--- src/slrc_defs.vh ---
`ifndef SLRC_DEFS_VH
`define SLRC_DEFS_VH

// ****************************************************************
// Serial port framing
// ****************************************************************
`define SLRC_ADDR_W 15
`define SLRC_INSTR_BITS 5'd16
`define SLRC_FRAME_BITS 5'd24

// ****************************************************************
// Register offsets
// ****************************************************************
`define SLRC_OFS_STATUS 15'h0030
`define SLRC_OFS_SYNC_PWR 15'h0203
`define SLRC_OFS_LINK_MODE 15'h0300
`define SLRC_OFS_MF_DELAY 15'h0304
`define SLRC_OFS_DID 15'h0450
`define SLRC_OFS_BID 15'h0451
`define SLRC_OFS_LANE_ZERO_IDENTITY 15'h0452
`define SLRC_OFS_LANES 15'h0453
`define SLRC_OFS_FM1 15'h0454
`define SLRC_OFS_KM1 15'h0455
`define SLRC_OFS_MM1 15'h0456
`define SLRC_OFS_RES 15'h0457
`define SLRC_OFS_NP 15'h0458
`define SLRC_OFS_VS 15'h0459
`define SLRC_OFS_HD 15'h045A
`define SLRC_OFS_DESKEW 15'h046C
`define SLRC_OFS_F 15'h0476
`define SLRC_OFS_LANE_EN 15'h047D

// ****************************************************************
// Field positions
// ****************************************************************
`define SLRC_LINK_MODE_BIT 3
`define SLRC_LINK_PAGE_BIT 2
`define SLRC_SYNC_PD_BIT 0
`define SLRC_SCRAMBLE_BIT 7
`define SLRC_ST_DELAY_BIT 5
`define SLRC_ST_COMBO_BIT 3
`define SLRC_ST_K_BIT 2
`define SLRC_ST_SUBCLASS_BIT 1

// ****************************************************************
// Parameter slots per link, reset values and check limits
// ****************************************************************
`define SLRC_SLOTS 14
`define SLRC_LINK1_BASE 5'h0E
`define SLRC_RST_BYTE 8'h00
`define SLRC_K32_M1 5'h1F
`define SLRC_K16_M1 5'h0F
`define SLRC_SUBCLASS_MAX 3'h1

`endif

--- src/slrc_link_config.v ---
`timescale 1ns/1ps
`include "slrc_defs.vh"

// Notes on behaviour
// Lane field bits 4:0 hold lanes per link minus one.
// Lane register bit 7 turns descrambling of received lanes on.
// Software writes octets-per-frame minus one and plain value separately.
// Multiframe field holds frames per multiframe minus one, 16 or 32.
// Converter register holds converters per link minus one, all bits.
// Resolution register: control bits zero, resolution minus one 0x0F.
// Packing field must be sixteen minus one in every mode.
// Samples field holds samples per converter per frame minus one.
// Dense packing set only for one octet per frame; control words zero.
// Device identity must equal the transmitter's device identity.
// Bank identity must equal the transmitter's bank identity.
// Lane zero identity must equal the transmitter's lane identity.
// Version field matches transmitter; 0 older, 1 newer standard.
// Subclass field bits 7:5 select subclass 0 or 1.
// Link-mode bit selects dual link; second link copies the first.
// Link-page bit steers parameter writes to the second link.
// Modes 8 to 13 single link, only 8 to 10 dual link.
// Sync-buffer bit 0 powers down the second link sync output.
// Status bit 3 flags bad lane combination, bit 2 bad multiframe.
// Status bit 5 flags bad clock delay, bit 1 bad subclass.
// Deskew mask bit set for each used logical lane.
// Lane enable mask bit set for each used lane before capture.
module slrc_link_config
(
  input wire CLOCK,
  input wire RST_N,
  input wire SCLK,
  input wire SDI,
  input wire CS_N,
  output wire SDO,
  output wire SDO_OE,
  output reg DUAL_LINK,
  output reg SECOND_LINK_SYNC_PD,
  output reg [4:0] LANE_COUNT_M1,
  output reg DESCRAMBLE_EN,
  output reg [4:0] FRAMES_PER_MF_M1,
  output reg [7:0] CONVERTERS_M1,
  output reg [4:0] SAMPLES_PER_FRAME_M1,
  output reg [2:0] SUBCLASS,
  output reg [7:0] DESKEW_MASK,
  output reg [7:0] LANE_ENABLE_MASK,
  output reg [7:0] CONFIG_STATUS
);

  // ****************************************************************
  // Slot numbering of the per-link parameter set
  // ****************************************************************
  localparam [3:0] S_DID = 4'h0;
  localparam [3:0] S_BID = 4'h1;
  localparam [3:0] S_LID = 4'h2;
  localparam [3:0] S_LANES = 4'h3;
  localparam [3:0] S_FM1 = 4'h4;
  localparam [3:0] S_KM1 = 4'h5;
  localparam [3:0] S_MM1 = 4'h6;
  localparam [3:0] S_RES = 4'h7;
  localparam [3:0] S_NP = 4'h8;
  localparam [3:0] S_VS = 4'h9;
  localparam [3:0] S_HD = 4'hA;
  localparam [3:0] S_DESKEW = 4'hB;
  localparam [3:0] S_F = 4'hC;
  localparam [3:0] S_LANE_EN = 4'hD;
  localparam [3:0] S_NONE = 4'hF;

  wire [14:0] addr;
  wire [7:0] wdata;
  wire wr;
  reg [7:0] rd_data;
  reg [7:0] par_r [0:2*`SLRC_SLOTS-1];
  reg [7:0] sync_pwr_r;
  reg [7:0] link_mode_r;
  reg [7:0] mf_delay_r;
  reg [3:0] slot;
  reg [4:0] wr_idx;
  reg [4:0] rd_idx;
  reg [7:0] status_nxt;
  wire [3:0] flags0;
  wire [3:0] flags1;
  integer i;

  // ****************************************************************
  // Serial register port
  // ****************************************************************
  slrc_spi_port u_port
  (
    .clk(CLOCK),
    .rst_n(RST_N),
    .sclk_pin(SCLK),
    .sdi_pin(SDI),
    .cs_n_pin(CS_N),
    .rd_data(rd_data),
    .addr_r(addr),
    .wdata_r(wdata),
    .wr_r(wr),
    .sdo_r(SDO),
    .sdo_oe_r(SDO_OE)
  );

  // ****************************************************************
  // Address decode
  // ****************************************************************
  function [3:0] slot_of;
    input [14:0] a;
    begin
      case (a)
        `SLRC_OFS_DID: slot_of = S_DID;
        `SLRC_OFS_BID: slot_of = S_BID;
        `SLRC_OFS_LANE_ZERO_IDENTITY: slot_of = S_LID;
        `SLRC_OFS_LANES: slot_of = S_LANES;
        `SLRC_OFS_FM1: slot_of = S_FM1;
        `SLRC_OFS_KM1: slot_of = S_KM1;
        `SLRC_OFS_MM1: slot_of = S_MM1;
        `SLRC_OFS_RES: slot_of = S_RES;
        `SLRC_OFS_NP: slot_of = S_NP;
        `SLRC_OFS_VS: slot_of = S_VS;
        `SLRC_OFS_HD: slot_of = S_HD;
        `SLRC_OFS_DESKEW: slot_of = S_DESKEW;
        `SLRC_OFS_F: slot_of = S_F;
        `SLRC_OFS_LANE_EN: slot_of = S_LANE_EN;
        default: slot_of = S_NONE;
      endcase
    end
  endfunction

  // Bits that exist in each slot; the rest read as zero
  function [7:0] mask_of;
    input [3:0] s;
    begin
      case (s)
        S_BID: mask_of = 8'h0F;
        S_LID: mask_of = 8'h1F;
        S_LANES: mask_of = 8'h9F;
        S_KM1: mask_of = 8'h1F;
        default: mask_of = 8'hFF;
      endcase
    end
  endfunction

  // ****************************************************************
  // Link page steering
  // ****************************************************************
  always @*
  begin
    slot = slot_of(addr);
    // Page bit picks the link that a parameter access reaches
    if (link_mode_r[`SLRC_LINK_PAGE_BIT])
      wr_idx = `SLRC_LINK1_BASE + {1'b0, slot};
    else
      wr_idx = {1'b0, slot};
    rd_idx = wr_idx;
  end

  // ****************************************************************
  // Register writes
  // ****************************************************************
  always @(posedge CLOCK)
  begin
    if (!RST_N)
    begin
      for (i = 0; i < 2*`SLRC_SLOTS; i = i + 1)
        par_r[i] <= `SLRC_RST_BYTE;
      sync_pwr_r <= `SLRC_RST_BYTE;
      link_mode_r <= `SLRC_RST_BYTE;
      mf_delay_r <= `SLRC_RST_BYTE;
    end
    else if (wr)
    begin
      if (slot != S_NONE)
        par_r[wr_idx] <= wdata & mask_of(slot);
      else if (addr == `SLRC_OFS_SYNC_PWR)
        sync_pwr_r <= wdata & 8'h01;
      else if (addr == `SLRC_OFS_LINK_MODE)
        link_mode_r <= wdata & 8'h0C;
      else if (addr == `SLRC_OFS_MF_DELAY)
        mf_delay_r <= wdata & 8'h1F;
    end
  end

  // ****************************************************************
  // Register reads; unmapped offsets read zero
  // ****************************************************************
  always @*
  begin
    if (slot != S_NONE)
      rd_data = par_r[rd_idx];
    else if (addr == `SLRC_OFS_STATUS)
      rd_data = CONFIG_STATUS;
    else if (addr == `SLRC_OFS_SYNC_PWR)
      rd_data = sync_pwr_r;
    else if (addr == `SLRC_OFS_LINK_MODE)
      rd_data = link_mode_r;
    else if (addr == `SLRC_OFS_MF_DELAY)
      rd_data = mf_delay_r;
    else
      rd_data = 8'h00;
  end

  // ****************************************************************
  // Configuration checks, one per link
  // ****************************************************************
  // Flag order: {delay, combination, multiframe, subclass}
  function [3:0] check;
    input [7:0] lanes;
    input [7:0] fm1;
    input [7:0] km1;
    input [7:0] mm1;
    input [7:0] np;
    input [7:0] vs;
    input [7:0] dly;
    reg combo_ok;
    reg k_ok;
    begin
      // Receive-side settings of modes 8-13 collapse onto three sets,
      // keyed by {lanes, octets, samples}, each minus one
      case ({lanes[4:0], fm1, vs[4:0]})
        18'h06001: combo_ok = (mm1 == 8'h00);
        18'h02000: combo_ok = (mm1 == 8'h00);
        18'h00020: combo_ok = (mm1 == 8'h00);
        default: combo_ok = 1'b0;
      endcase
      // One octet per frame needs 32 frames; two octets allow 16 or 32
      case (km1[4:0])
        `SLRC_K32_M1: k_ok = 1'b1;
        `SLRC_K16_M1: k_ok = (fm1 != 8'h00);
        default: k_ok = 1'b0;
      endcase
      check[3] = dly[4:0] > km1[4:0];
      check[2] = ~combo_ok;
      check[1] = ~k_ok;
      check[0] = np[7:5] > `SLRC_SUBCLASS_MAX;
    end
  endfunction

  // ****************************************************************
  // Per-link checks
  // ****************************************************************
  genvar g;
  generate
    for (g = 0; g < 2; g = g + 1)
    begin : g_chk
      wire [3:0] f;
      assign f = check(par_r[g*`SLRC_SLOTS+S_LANES],
        par_r[g*`SLRC_SLOTS+S_FM1], par_r[g*`SLRC_SLOTS+S_KM1],
        par_r[g*`SLRC_SLOTS+S_MM1], par_r[g*`SLRC_SLOTS+S_NP],
        par_r[g*`SLRC_SLOTS+S_VS], mf_delay_r);
    end
  endgenerate

  assign flags0 = g_chk[0].f;
  // Second link only counts when dual link is on; modes 11-13 have
  // single-link receive settings identical to 8-10
  assign flags1 = link_mode_r[`SLRC_LINK_MODE_BIT] ?
    g_chk[1].f : 4'h0;

  // ****************************************************************
  // Status assembly
  // ****************************************************************
  always @*
  begin
    status_nxt = 8'h00;
    status_nxt[`SLRC_ST_DELAY_BIT] = flags0[3] | flags1[3];
    status_nxt[`SLRC_ST_COMBO_BIT] = flags0[2] | flags1[2];
    status_nxt[`SLRC_ST_K_BIT] = flags0[1] | flags1[1];
    status_nxt[`SLRC_ST_SUBCLASS_BIT] = flags0[0] | flags1[0];
  end

  // ****************************************************************
  // Registered outputs of the first link and global controls
  // ****************************************************************
  always @(posedge CLOCK)
  begin
    if (!RST_N)
    begin
      DUAL_LINK <= 1'b0;
      SECOND_LINK_SYNC_PD <= 1'b0;
      LANE_COUNT_M1 <= 5'h00;
      DESCRAMBLE_EN <= 1'b0;
      FRAMES_PER_MF_M1 <= 5'h00;
      CONVERTERS_M1 <= 8'h00;
      SAMPLES_PER_FRAME_M1 <= 5'h00;
      SUBCLASS <= 3'h0;
      DESKEW_MASK <= 8'h00;
      LANE_ENABLE_MASK <= 8'h00;
      CONFIG_STATUS <= 8'h00;
    end
    else
    begin
      DUAL_LINK <= link_mode_r[`SLRC_LINK_MODE_BIT];
      SECOND_LINK_SYNC_PD <= sync_pwr_r[`SLRC_SYNC_PD_BIT];
      LANE_COUNT_M1 <= par_r[S_LANES][4:0];
      DESCRAMBLE_EN <= par_r[S_LANES][`SLRC_SCRAMBLE_BIT];
      FRAMES_PER_MF_M1 <= par_r[S_KM1][4:0];
      CONVERTERS_M1 <= par_r[S_MM1];
      SAMPLES_PER_FRAME_M1 <= par_r[S_VS][4:0];
      SUBCLASS <= par_r[S_NP][7:5];
      DESKEW_MASK <= par_r[S_DESKEW];
      LANE_ENABLE_MASK <= par_r[S_LANE_EN];
      CONFIG_STATUS <= status_nxt;
    end
  end

endmodule

--- src/slrc_spi_port.v ---
`timescale 1ns/1ps
`include "slrc_defs.vh"

// Serial register port: 16-bit instruction (read flag, 15-bit address),
// then one data byte, MSB first. Pins are oversampled by CLOCK.
module slrc_spi_port
(
  input wire clk,
  input wire rst_n,
  input wire sclk_pin,
  input wire sdi_pin,
  input wire cs_n_pin,
  input wire [7:0] rd_data,
  output reg [14:0] addr_r,
  output reg [7:0] wdata_r,
  output reg wr_r,
  output reg sdo_r,
  output reg sdo_oe_r
);

  // ****************************************************************
  // Pin synchronisers
  // ****************************************************************
  reg [2:0] meta_r;
  reg [2:0] sync_r;
  reg sclk_d_r;
  reg [4:0] cnt_r;
  reg [15:0] sh_r;
  reg read_r;
  reg [7:0] out_r;
  wire sclk_s;
  wire sdi_s;
  wire cs_n_s;
  wire rise;
  wire fall;

  assign sclk_s = sync_r[2];
  assign sdi_s = sync_r[1];
  assign cs_n_s = sync_r[0];
  assign rise = sclk_s & ~sclk_d_r & ~cs_n_s;
  assign fall = ~sclk_s & sclk_d_r & ~cs_n_s;

  always @(posedge clk)
  begin
    if (!rst_n)
    begin
      meta_r <= 3'h1;
      sync_r <= 3'h1;
      sclk_d_r <= 1'b0;
    end
    else
    begin
      meta_r <= {sclk_pin, sdi_pin, cs_n_pin};
      sync_r <= meta_r;
      sclk_d_r <= sclk_s;
    end
  end

  // ****************************************************************
  // Shifting and access strobes
  // ****************************************************************
  always @(posedge clk)
  begin
    if (!rst_n)
    begin
      cnt_r <= 5'h00;
      sh_r <= 16'h0000;
      read_r <= 1'b0;
      out_r <= 8'h00;
      addr_r <= 15'h0000;
      wdata_r <= 8'h00;
      wr_r <= 1'b0;
      sdo_r <= 1'b0;
      sdo_oe_r <= 1'b0;
    end
    else
    begin
      wr_r <= 1'b0;
      if (cs_n_s)
      begin
        cnt_r <= 5'h00;
        read_r <= 1'b0;
        sdo_oe_r <= 1'b0;
      end
      else
      begin
        if (rise && cnt_r < `SLRC_FRAME_BITS)
        begin
          sh_r <= {sh_r[14:0], sdi_s};
          cnt_r <= cnt_r + 5'h01;
          if (cnt_r == `SLRC_INSTR_BITS - 5'h01)
          begin
            read_r <= sh_r[14];
            addr_r <= {sh_r[13:0], sdi_s};
          end
          if (cnt_r == `SLRC_FRAME_BITS - 5'h01 && !read_r)
          begin
            wdata_r <= {sh_r[6:0], sdi_s};
            wr_r <= 1'b1;
          end
        end
        if (fall && read_r && cnt_r == `SLRC_INSTR_BITS)
        begin
          sdo_r <= rd_data[7];
          out_r <= {rd_data[6:0], 1'b0};
          sdo_oe_r <= 1'b1;
        end
        else if (fall && read_r && cnt_r > `SLRC_INSTR_BITS)
        begin
          sdo_r <= out_r[7];
          out_r <= {out_r[6:0], 1'b0};
        end
      end
    end
  end

endmodule

--- config.mk ---
export PLATFORM = sky130hd
export DESIGN_NAME = slrc_link_config
export DESIGN_NICKNAME = d
export VERILOG_FILES = /design/src/slrc_link_config.v /design/src/slrc_spi_port.v
export VERILOG_INCLUDE_DIRS = /design/src
export SDC_FILE = /design/constraint.sdc
export NUM_CORES = 1
export LEC_CHECK = 0
export BUFFER_PORTS_ARGS = -buffer_cell sky130_fd_sc_hd__buf_2
export CAP_MARGIN = 30
export CORE_MARGIN = 2
export CORE_UTILIZATION = 50
export DETAILED_ROUTE_END_ITERATION = 12
export PLACE_DENSITY_LB_ADDON = 0.3
export SLEW_MARGIN = 25
export SYNTH_ARGS = -nofsm -noshare
export SYNTH_HDL_FRONTEND = slang
export SYNTH_HIERARCHICAL = 1
export SYNTH_SLANG_ARGS = --single-unit
--- constraint.sdc ---
create_clock -name CLOCK -period 11.2 [get_ports CLOCK]
set_clock_uncertainty 0.1 [all_clocks]
set_input_delay 0 -clock CLOCK [delete_from_list [all_inputs] [get_ports CLOCK]]
set_output_delay 0 -clock CLOCK [all_outputs]
set_load 0.03 [all_outputs]
**After elaboration in Yosys (flattened, before gate mapping)**

Memory sizes are Yosys's and may differ from the RTL's. A register that Yosys moved wholly into a read port is not among the register bits.
Index checks and enable logic that the tools add are counted.
W data, S select, Z words.

- Mux-type cells: 29
- Equality and inequality tests: 36
- Add/subtract/negate cells: 2
- $lt $le $gt $ge: 6
- Reduce and logical (&&, ||, !) cells: 32
- Bitwise logic cells: 21

Operators by type and width:

| cell | number |
|---|---|
| $eq A15 B11 Y1 const B | 14 |
| $mux W8 | 8 |
| $pmux W4 S14 | 1 |
| $eq A15 B10 Y1 const B | 3 |
| $eq A18 B14 Y1 const B | 2 |
| $eq A18 B15 Y1 const B | 2 |
| $eq A18 B6 Y1 const B | 2 |
| $mux W5 | 5 |
| $pmux W8 S3 | 1 |
| $eq A5 B5 Y1 const B | 4 |
| $logic_not A8 Y1 | 2 |
| $reduce_bool A8 Y1 | 2 |
| $eq A15 B6 Y1 const B | 1 |
| $eq A5 B4 Y1 const B | 3 |
| $not A1 Y1 | 12 |
| $mux W1 | 11 |
| $gt A5 B5 Y1 | 2 |
| $reduce_and A3 Y1 | 3 |
| $reduce_or A3 Y1 | 3 |
| $and A8 B8 Y8 | 1 |
| $eq A4 B2 Y1 const B | 2 |
| $logic_not A1 Y1 | 8 |
| $reduce_or A8 Y1 | 1 |
| $gt A3 B1 Y1 const B | 2 |
| other kinds (17) | 31 |

- RAM bits: 224
- Output and inout bits: 55
- Bits of input ports: 5
- Logic and storage cells: 146
- Register bits after elaboration: 80
- Memories kept: 1

Memory list:

| name | depth | width | rd ports | clocked after memory_dff | wr ports | line | RTL |
|---|---|---|---|---|---|---|---|
| par_r | 28 | 8 | 20 | 7 | 28 | slrc_link_config.v:72 | `` reg [7:0] par_r [0:2*`SLRC_SLOTS-1]; `` |

**Depth between registers and ports, before layout**

Gate-level depths: netlist of the first run.

- Depth after elaboration: 10
- Mapped depth: 20

**Cells and area by module**

The synthesis of the first run kept the hierarchy.

Modules (own cells, without submodules):

| module | cells each | area each (µm²) | instances |
|---|---|---|---|
| slrc_link_config | 1159 | 14274.9 | 1 |
| slrc_spi_port | 287 | 2503.7 | 1 |

**Worst setup path after synthesis of the first run**

No wires, ideal clock.

- Path type: register to register
- From: reg u_port.addr_r[4]
- To: reg u_port.out_r[1]
- Buffers on the path: 3
- Setup time: 70 ps
- Cell stages (with the launch flop): 20
- Arrival time: 3945 ps
- Path slack: 7084 ps
- Path through: dfxtp_1 buf_2 or3b_1 a2bb2oi_1 nand2_2 or3_1 buf_6 inv_1 ha_1 nand2_1 a21boi_2 clkbuf_1 nor2_1 a221oi_1 a22oi_1 a31oi_1 a221o_1 inv_1 or4_1 a21oi_1

- Cells in the longest elaborated chain, start to end: 7
- Elaborated cells between the ends (all ways): 29

Ends and longest elaborated chain:

| element | line | RTL |
|---|---|---|
| start, declared | slrc_spi_port.v:14 | `output reg [14:0] addr_r,` |
| start signal, assigned | slrc_spi_port.v:94 | `addr_r <= {sh_r[13:0], sdi_s};` |
| $eq A15 B11 Y1 / $eq A15 B10 Y1 (equally long branches) | - |  |
| $pmux W4 S14 / $mux W5 (equally long branches) | slrc_link_config.v:108, slrc_link_config.v:195 |  |
| $add A4 B4 Y5 (no source line) / $mux W5 (equally long branches) | - |  |
| $mux W5, on equally long branches | slrc_link_config.v:149, slrc_link_config.v:191 |  |
| $mem_v2 Z28 W8 / $mux W8 (equally long branches) | - |  |
| $mux W8 * | slrc_link_config.v:187 | `if (slot != S_NONE)` |
| net rd_data[0] | slrc_link_config.v:71 | `reg [7:0] rd_data;` |
| $mux W8 * | slrc_spi_port.v:102 | `` if (fall && read_r && cnt_r == `SLRC_INSTR_BITS) `` |
| end signal, assigned | slrc_spi_port.v:105 | `out_r <= {rd_data[6:0], 1'b0};` |
| end signal, assigned | slrc_spi_port.v:111 | `out_r <= {out_r[6:0], 1'b0};` |
| end, declared | slrc_spi_port.v:30 | `reg [7:0] out_r;` |

Mark *: on every way through the listed nets, which the timed path passes. The rest lies on a longest branch.
A chain may end at the register's enable or synchronous reset.

**Worst setup path after layout of the first run**

- From: reg u_port.addr_r[2]
- To: reg u_port.out_r[1]

Same word-level chain as after synthesis.

==> flow_summary.toml, run 1 <==
[setup_path]
worst-path-max-fanout = 28
worstReg2RegEnd = "u_port/out_r[1]"
crit_path_end_kind = "register"
rrSetupSlack_ns = 6.45
path_class = "register to register"
start_kind = "register"
reg2reg_from = "u_port/addr_r[2]"
required_ns = 11.57
arrival_ns = 5.12
r2r_cells = 17

[sta]
finalWorstSetupSlack_ns = 6.452
finalSetupViolations = 0
setup-tns-final_ns = 0
tightestPinTransition_ns = 0.9110
fmax_ghz = 0.2106
drv_slew = 0
maxSlewHeadroom = 0.3871
min_period_ns = 4.748
whs_ns = 0.09128
rsz0062_at_grt = "false"
fin_crit_sh = 0.4240
hold_viol = 0

[global_route]
grt_max_degree = 77
antenna_found_initial = 0
overflow = 0
grt_pass1_wl_mm = 70.73
track_usage = 0.2649
grt_pass1_vias = 11530

[worst_hold_path]
holdPathEnd = "u_port/meta_r[0]"
min-delay-start = "CS_N"
hp-class = "input port to register"
worstHoldPathCells = 3

[synthesis]
postSynth.asyncResetShare = 0
synth_edf_count = 256
synth_top_area_cell = "edfxtp_1"
synth_ff_type = "edfxtp_1"
synth_cells = 1446
seq_area_frac_synth = 0.5990
yosysTopAreaCellShare = 0.4582
ys_warn_count = 6
avgSynthCellArea_um2 = 11.60
ys_types = 79
netlist_top_cells_area = "edfxtp_1 46%, dfxtp_1 14%, mux4_2 5.4%, and3_1 4.3%, nand2_1 4.0%"
syn-cell-area_mm2 = 0.01678
synth_seq_cells = 374

[die]
ios = 60
dieHeight_um = 187.2
initial_core_util = 0.5042
core_mm2 = 0.03328
rows = 67
die_area_mm2 = 0.03504
die_x_um = 187.2

[placed_design]
place_ws_ns = 6.554
dp_cells = 1878
place_area_mm2 = 0.01739
place_hpwl_mm = 30.93
gp_congestion = 0.9394
portBuffers = 55

[routing]
dr.pass1.iters = 5
wl_per_cell_um = 23.80
drc = 0
ant_nets = 0
first_iter_violations = 1598
vias = 12030
finalWirelength_mm = 46.63
drt-vias-per-instance = 6.141

[clock_network]
post_cts_buffers = 0
clkLatencyLatePin_ns = 0.54
clk_pin_slew_ns = 0.07
root_buffer = "clkbuf_16"
cts_sinks = 374
cts_buffer_depth = 3
cts_tree = "yes"
cts_buffers = 40
cts_max_level = 2

[final_layout]
drive_gt1_frac = 0.1502
finalInstanceArea_mm2 = 0.01885
num_antenna_cells = 0
instances_no_fill = 1959
nets = 1498
finalCoreUtilization = 0.5663
area.growth.synth_to_final_pct = 12.32

[pwr]
p_leak_nw = 7.024
powerDensity_mw_per_mm2 = 161.9
ir_drop_uv = 99.75
power_mw = 3.051

[status]
status = "completed"

[job]
cap_violations = 0
-- repair_timing --
item / in CTS / in global routing
gates resized for setup: 0 / 0
hold endpoints to repair: 27 / 0
hold buffers: 4 / 0
-- cells in the mapped netlist (4+ instances only) --
| master | count |
|---|---|
| nand3_1 | 55 |
| o21ai_1 | 5 |
| clkbuf_1 | 77 |
| mux4_2 | 40 |
| inv_1 | 30 |
| or3_1 | 6 |
| buf_6 | 9 |
| nor2_1 | 133 |
| ha_1 | 14 |
| buf_2 | 15 |
| nand2_1 | 177 |
| and3_1 | 115 |
| nor2b_1 | 14 |
| o21ai_0 | 41 |
| or4_1 | 4 |
| nor3_1 | 12 |
| a22oi_1 | 9 |
| mux2i_1 | 41 |
| nand4_1 | 11 |
| edfxtp_1 | 256 |
| a31oi_1 | 11 |
| nor4_1 | 13 |
| a221oi_1 | 4 |
| nand3b_1 | 7 |
| mux2_2 | 4 |
| nand2b_1 | 9 |
| dfxtp_1 | 118 |
| and2_1 | 57 |
| o22ai_1 | 4 |
| o32ai_1 | 7 |
| buf_4 | 11 |
| a21oi_1 | 62 |
-- worst max-delay path: stages, from the launching register on --
cell and delay [ns]:
dfxtp_1 0.59, inv_1 0.16, or4_4 0.59, nand2_2 0.12, or3_1 0.34, inv_1 0.09, ha_1 0.33, nand2_1 0.16
a21boi_2 0.18, buf_4 0.34, nor2_1 0.13, a221oi_1 0.35, a22oi_1 0.15, a31oi_1 0.22, a221o_1 0.15, inv_1 0.04
or4_1 0.50, a21oi_1 0.14
-- layout make-up --
type / count / area (um2)
fill: 2734 / 14440
inverter: 31 / 116.4
clock buffer: 51 / 1135
multi-input combinational: 942 / 6152
clock inverter: 23 / 252.7
timing repair buffer: 90 / 578.1
sequential: 374 / 10050
tap: 448 / 560.5
-- power breakdown --
group | switching [mW] | internal (mW) | total [mW]
Clock | 0.557 | 0.836 | 1.39
Sequential | 0.0321 | 1.52 | 1.56
Combinational | 0.0690 | 0.0322 | 0.101
-- worst max-delay path by stage --
stage	slack [ns]	cells after the start	from	endpoint
finish	6.45	17	u_port/addr_r[2]	u_port/out_r[1]
global route	6.13	17	u_port/addr_r[2]	u_port/out_r[1]
CTS	6.51	16	u_port/addr_r[2]	u_port/out_r[5]
detailed placement	6.55	16	u_port/addr_r[2]	u_port/out_r[5]
global placement	6.66	16	u_port/addr_r[2]	u_port/out_r[5]
floorplan	7.08	19	u_port/addr_r[4]	u_port/out_r[1]
-- cell families after synthesis --
family / share of synthesized area
compound gates: 0.06368
other cells: 0.0002235
simple gates: 0.1955
flops: 0.5990
buf+inv: 0.04042
mux: 0.08553
xor+xnor: 0.005221
fa+ha+maj: 0.01044
-- state kept, by name, summed over array words and instances, names as in the netlist, 5 cells and up --
name / count
par_r: 256
u_port/addr_r: 15
u_port/sh_r: 15
CONVERTERS_M1: 8
DESKEW_MASK: 8
LANE_ENABLE_MASK: 8
u_port/wdata_r: 8
u_port/out_r: 7
FRAMES_PER_MF_M1: 5
LANE_COUNT_M1: 5
SAMPLES_PER_FRAME_M1: 5
mf_delay_r: 5
u_port/cnt_r: 5
-- layout by cell type, fill, tap and decap left out, types with 13 or more instances in the layout --
master and n:
and2_1 57, nor2b_1 13, ha_1 14, buf_2 54, nor4_1 13, conb_1 17
mux2i_1 41, nand2_1 177, nand3_1 55, clkbuf_16 42, inv_1 30, and3_1 115
buf_4 30, nor2_1 132, edfxtp_1 256, mux4_2 40, dfxtp_1 117, o21ai_0 39
a21oi_1 62
-- routing by layer --
metal / up-vias / track usage / routed length (um)
li1: 5302 / - / -
met1: 5937 / 0.3712 / 19010
met2: 677 / 0.4082 / 21230
met3: 114 / 0.05685 / 4658
met4: 0 / 0.09890 / 1727
met5: - / 0 / 0
Note: power is estimated with default switching activity, not from simulation.
==> run 2, diff against run 1 <==
Clock period 11.2 ns to 4.8 ns, I/O delays scaled along.
==> run 2 against run 1 <==
Utilization increased by 0.19 points. Count of clock-buffer cells in the layout unchanged. Register-to-register slack got worse by 6.1 ns. Hold slack improved by 0.020 ns. Power increased by 130%. Non-clock buffer count increased by 23. Critical endpoint is now u_port/out_r[5]. Routed wire length increased by 3.7%.
==> flow_summary.toml, run 2 (synthesis gave the netlist of run 1 again) <==
[clock_network]
cts_max_level = 2
cts_resized = 0
post_cts_buffers = 0
clk_pin_slew_ns = 0.06
cts_sinks = 374
clkLatencyLatePin_ns = 0.55
root_buffer = "clkbuf_16"
hold_buffers = 4
cts_buffers = 40
cts_tree = "yes"
cts_buffer_depth = 3

[placed_design]
place_hpwl_mm = 32.94
portBuffers = 55
place_area_mm2 = 0.01757
gp_congestion = 0.9648
place_ws_ns = 0.3843
dp_cells = 1901

[final_layout]
drive_gt1_frac = 0.1546
finalInstanceArea_mm2 = 0.01891
nets = 1521
regMostFlops = "par_r"
largest_reg_flops = 256
mostFrequentLayoutCell = "edfxtp_1"
finalCoreUtilization = 0.5681
area.growth.synth_to_final_pct = 12.69
num_antenna_cells = 0
most-common-layout-cells = "256 x edfxtp_1, 177 x nand2_1, 132 x nor2_1, 116 x dfxtp_1, 115 x and3_1"
instances_no_fill = 1981
reg_top3 = "par_r: 256 flops, u_port/addr_r: 15 flops, u_port/sh_r: 15 flops"

[setup_path]
rrSetupSlack_ns = 0.36
crit_path_end_kind = "register"
cp_num_cells = 17
critPathCapture = "u_port/out_r[5]"
worst-path-max-fanout = 14
crit_buf_inv = 3
crit_slowest_cell = "dfxtp_1"
reg2reg_from = "u_port/addr_r[0]"
critPathLaunch = "u_port/addr_r[0]"
crit_family = "simple AND/OR/NAND/NOR gates"
slowest_delay_ns = 0.61
path_cells = "xor2_1 -> o22ai_1 -> nor2_1 -> or3_1 -> inv_1 -> ha_1 -> nand2_1 -> a21boi_2 -> buf_4 -> buf_4 -> mux4_2 -> mux4_2 -> nand2_1 -> nand4_1 -> a22o_1 -> nor2_1 -> o32ai_1"
arrival_ns = 4.72
path_class = "register to register"
start_kind = "register"
worstReg2RegEnd = "u_port/out_r[5]"
r2r_cells = 17
required_ns = 5.08

[sta]
whs_ns = 0.1117
fin_crit_sh = 0.9242
min_period_ns = 4.436
maxSlewHeadroom = 0.3465
fmax_ghz = 0.2254
hold_viol = 0
finalWorstSetupSlack_ns = 0.3637
finalSetupViolations = 0
rsz0062_at_grt = "false"
setup-tns-final_ns = 0
drv_slew = 0
tightestPinTransition_ns = 0.9714

[pwr]
powerDensity_mw_per_mm2 = 363.3
ir_drop_uv = 295.5
p_leak_nw = 7.063
power_mw = 6.870

[routing]
dr.max_layer_used = "met4"
finalWirelength_mm = 48.34
wl_per_cell_um = 24.40
ant_nets = 0
wl_met2_mm = 22.07
first_iter_violations = 1620
dr_wl_met3_mm = 4.664
dr.pass1.iters = 5
drc = 0
vias = 12230
drt-vias-per-instance = 6.174
drt-met1-wl_mm = 20.11

[global_route]
grt_pass1_wl_mm = 73.71
overflow = 0
antenna_found_initial = 0
track_usage = 0.2772
grt_pass1_vias = 11900
grt_max_degree = 57

[die]
core_mm2 = 0.03328
ios = 60
rows = 67
die_area_mm2 = 0.03504
initial_core_util = 0.5042
die_x_um = 187.2
dieHeight_um = 187.2

[worst_hold_path]
hp-class = "input port to register"

[job]
cap_violations = 0

[status]
status = "completed"
## run 2: cell count changes in the layout (fill, tap and decap cells not counted), moves of 3 or more
cell | before | now
buf_4 | 30 | 49
clkbuf_1 | 4 | 10
clkinv_1 | 3 | 9
clkbuf_8 | 5 | 0
buf_12 | 0 | 4
clkinv_2 | 10 | 7
## run 2: worst min-delay path, cell delays in order
cell           delay (ns)
dlygate4sd3_1        0.52
buf_2                0.10
nand2b_1             0.08
## run 2: layout make-up
| cell class | count | area [um2] |
|---|---|---|
| fillers | 2742 | 14370 |
| flip-flops and latches | 374 | 10050 |
| multi-input cells | 942 | 6142 |
| clock buffers | 51 | 1064 |
| repair buffers | 113 | 788.3 |
| well taps | 448 | 560.5 |
| clock inverters | 22 | 185.2 |
| inverters | 31 | 116.4 |
## run 2: power by group
part	switching (mW)	internal [mW]
Combinational	0.162	0.0756
Clock	1.27	1.73
Sequential	0.0787	3.56
Total	1.51	5.36
## run 2: layer usage
metal / track usage / vias to the layer above
li1: - / 5351
met1: 0.3960 / 6087
met2: 0.4294 / 679
met3: 0.05460 / 114
met4: 0.08822 / 0
met5: 0 / -
## run 2: worst min-delay path by stage
| stage | from | slack, ns | depth (start not counted) | to |
|---|---|---|---|---|
| 3_3_place_gp | CS_N | 0.09 | 2 | u_port/meta_r[0] |
| 4_1_cts | CS_N | 0.09 | 3 | u_port/meta_r[0] |
| 5_1_grt | CS_N | 0.13 | 3 | u_port/meta_r[0] |
| 6_report | CS_N | 0.11 | 3 | u_port/meta_r[0] |
| 2_1_floorplan | CS_N | 0.001 | 1 | u_port/meta_r[0] |
| 3_5_place_dp | CS_N | 0.1 | 2 | u_port/meta_r[0] |
==> run 3, diff against run 2 <==
Settings changed: CTS_BUF_LIST set to sky130_fd_sc_hd__clkbuf_8, GPL_TIMING_DRIVEN set to 0.
==> run 3 against run 2 <==
Hold slack better by 0.22 ns. Register-to-register slack got worse by 0.25 ns. Largest cell class unchanged. Critical endpoint is now u_port/out_r[7]. Sequential power is essentially flat. Worst setup slack lost 0.25 ns. Critical path depth shrank 2. Count of clock-buffer cells in the layout grew 16. Via count grew 4.7%. Utilization rose by 0.73 points. Final cell count increased by 5.6%. First-iteration DRC count grew 4.9%. Combinational power increased by 9.7%.
==> flow_summary.toml, run 3 (synthesis gave the netlist of run 1 again) <==
[setup_path]
start_kind = "register"
crit_top_cell = "buf_6"
required_ns = 5.19
slowest_delay_ns = 0.53
crit_family = "buffers and inverters"
worst-path-max-fanout = 10
crit_path_end_kind = "register"
arrival_ns = 5.07
crit_slowest_cell = "xnor2_4"
path_class = "register to register"
crit_buf_inv = 5
path_cells = "buf_4 -> xor2_1 -> o22ai_1 -> nor2_2 -> or3_1 -> buf_6 -> xnor2_4 -> buf_6 -> buf_6 -> buf_4 -> mux4_2 -> a21oi_1 -> a31oi_1 -> nor2_1 -> o32ai_1"

[sta]
finalSetupViolations = 0
fmax_ghz = 0.2136
maxSlewHeadroom = 0.3037
whs_ns = 0.3341
drv_slew = 0
fin_crit_sh = 0.9754
tightestPinTransition_ns = 1.041
min_period_ns = 4.682
hold_viol = 0

[placed_design]
place_hpwl_mm = 37.76
gp_congestion = 0.9974
portBuffers = 55
place_area_mm2 = 0.01771

[routing]
first_iter_violations = 1700
drt-vias-per-instance = 6.121
vias = 12800
finalWirelength_mm = 53.02
dr.pass1.iters = 8
drc = 0
wl_per_cell_um = 25.36
ant_nets = 0

[clock_network]
clkLatencyLatePin_ns = 0.66
cts_sinks = 374
cts_buffers = 61
cts_max_level = 2
clk_pin_slew_ns = 0.06
cts_buffer_depth = 3
cts_tree = "yes"
root_buffer = "clkbuf_8"

[pwr]
ir_drop_uv = 229.5
p_leak_nw = 7.256
powerDensity_mw_per_mm2 = 352.3

[worst_hold_path]
hp-class = "register to register"

[die]
dieHeight_um = 187.2
ios = 60
rows = 67
die_x_um = 187.2
initial_core_util = 0.5042
die_area_mm2 = 0.03504
core_mm2 = 0.03328

[final_layout]
finalCoreUtilization = 0.5754
regMostFlops = "par_r"
multi_input_area_mm2 = 0.006187
area.growth.synth_to_final_pct = 14.14
regArea_mm2 = 0.01005
num_antenna_cells = 0
nets = 1614
mostFrequentLayoutCell = "edfxtp_1"
fillers = 2857
reg_top3 = "par_r: 256 flops, u_port/addr_r: 15 flops, u_port/sh_r: 15 flops"
largest_reg_flops = 256
finalInstanceArea_mm2 = 0.01915
most-common-layout-cells = "256 x edfxtp_1, 174 x nand2_1, 131 x nor2_1, 118 x dfxtp_1, 115 x and3_1"
drive_gt1_frac = 0.1619

[global_route]
grt_pass1_vias = 12300
antenna_found_initial = 0
grt_max_degree = 18
grt_pass1_wl_mm = 77.61
track_usage = 0.3020
overflow = 0

[job]
cap_violations = 0

[status]
status = "completed"
[run 3: final timing paths]
check	start	endpoint	slack [ns]	depth (start not counted)
min	u_port/meta_r[2]	u_port/sync_r[2]	0.33	1
min reg2reg	u_port/meta_r[2]	u_port/sync_r[2]	0.33	1
max	u_port/addr_r[0]	u_port/out_r[7]	0.12	15
max reg2reg	u_port/addr_r[0]	u_port/out_r[7]	0.12	15
[run 3: metrics by stage]
stage	setup TNS, ns	instances	worst slack, ns	power, mW
final	0	2091	0.1182	6.747
after global routing	-0.1568	2091	-0.02569	6.921
after CTS	-0.03534	2090	-0.03534	6.759
after detailed placement	-26.43	1967	-0.7536	3.938
after global placement	-22.54	1965	-0.6545	3.928
after floorplan	0	1462	0.6843	3.820
[run 3: timing repair]
item	CTS	global route
endpoints found under the hold margin	48	0
pin swaps	0	1
endpoints found under the setup margin	121	144
hold buffers	10	0
setup buffers	2	0
gates resized for setup	5	17
[run 3: per-layer routing]
metal	global-route usage	routed length [um]	up-vias
met5	0	0	-
met4	0.1328	2500	0
met3	0.09925	7038	176
met2	0.4551	23460	839
met1	0.4007	20030	6230
li1	-	-	5555
[run 3: area by class of cell]
cell class	count	area share
Timing Repair Buffer	70	0.02143
Clock buffer	67	0.04815
Sequential cell	374	0.5248
Inverter	31	0.006076
Tap cell	448	0.02927
Buffer	115	0.02979
Multi-Input combinational cell	942	0.3231
Clock inverter	44	0.01744
[run 3: where the power goes]
group | internal, mW | total, mW | switching [mW]
clock network | 1.56 | 2.86 | 1.30
registers | 3.56 | 3.63 | 0.0687
logic | 0.0826 | 0.261 | 0.179
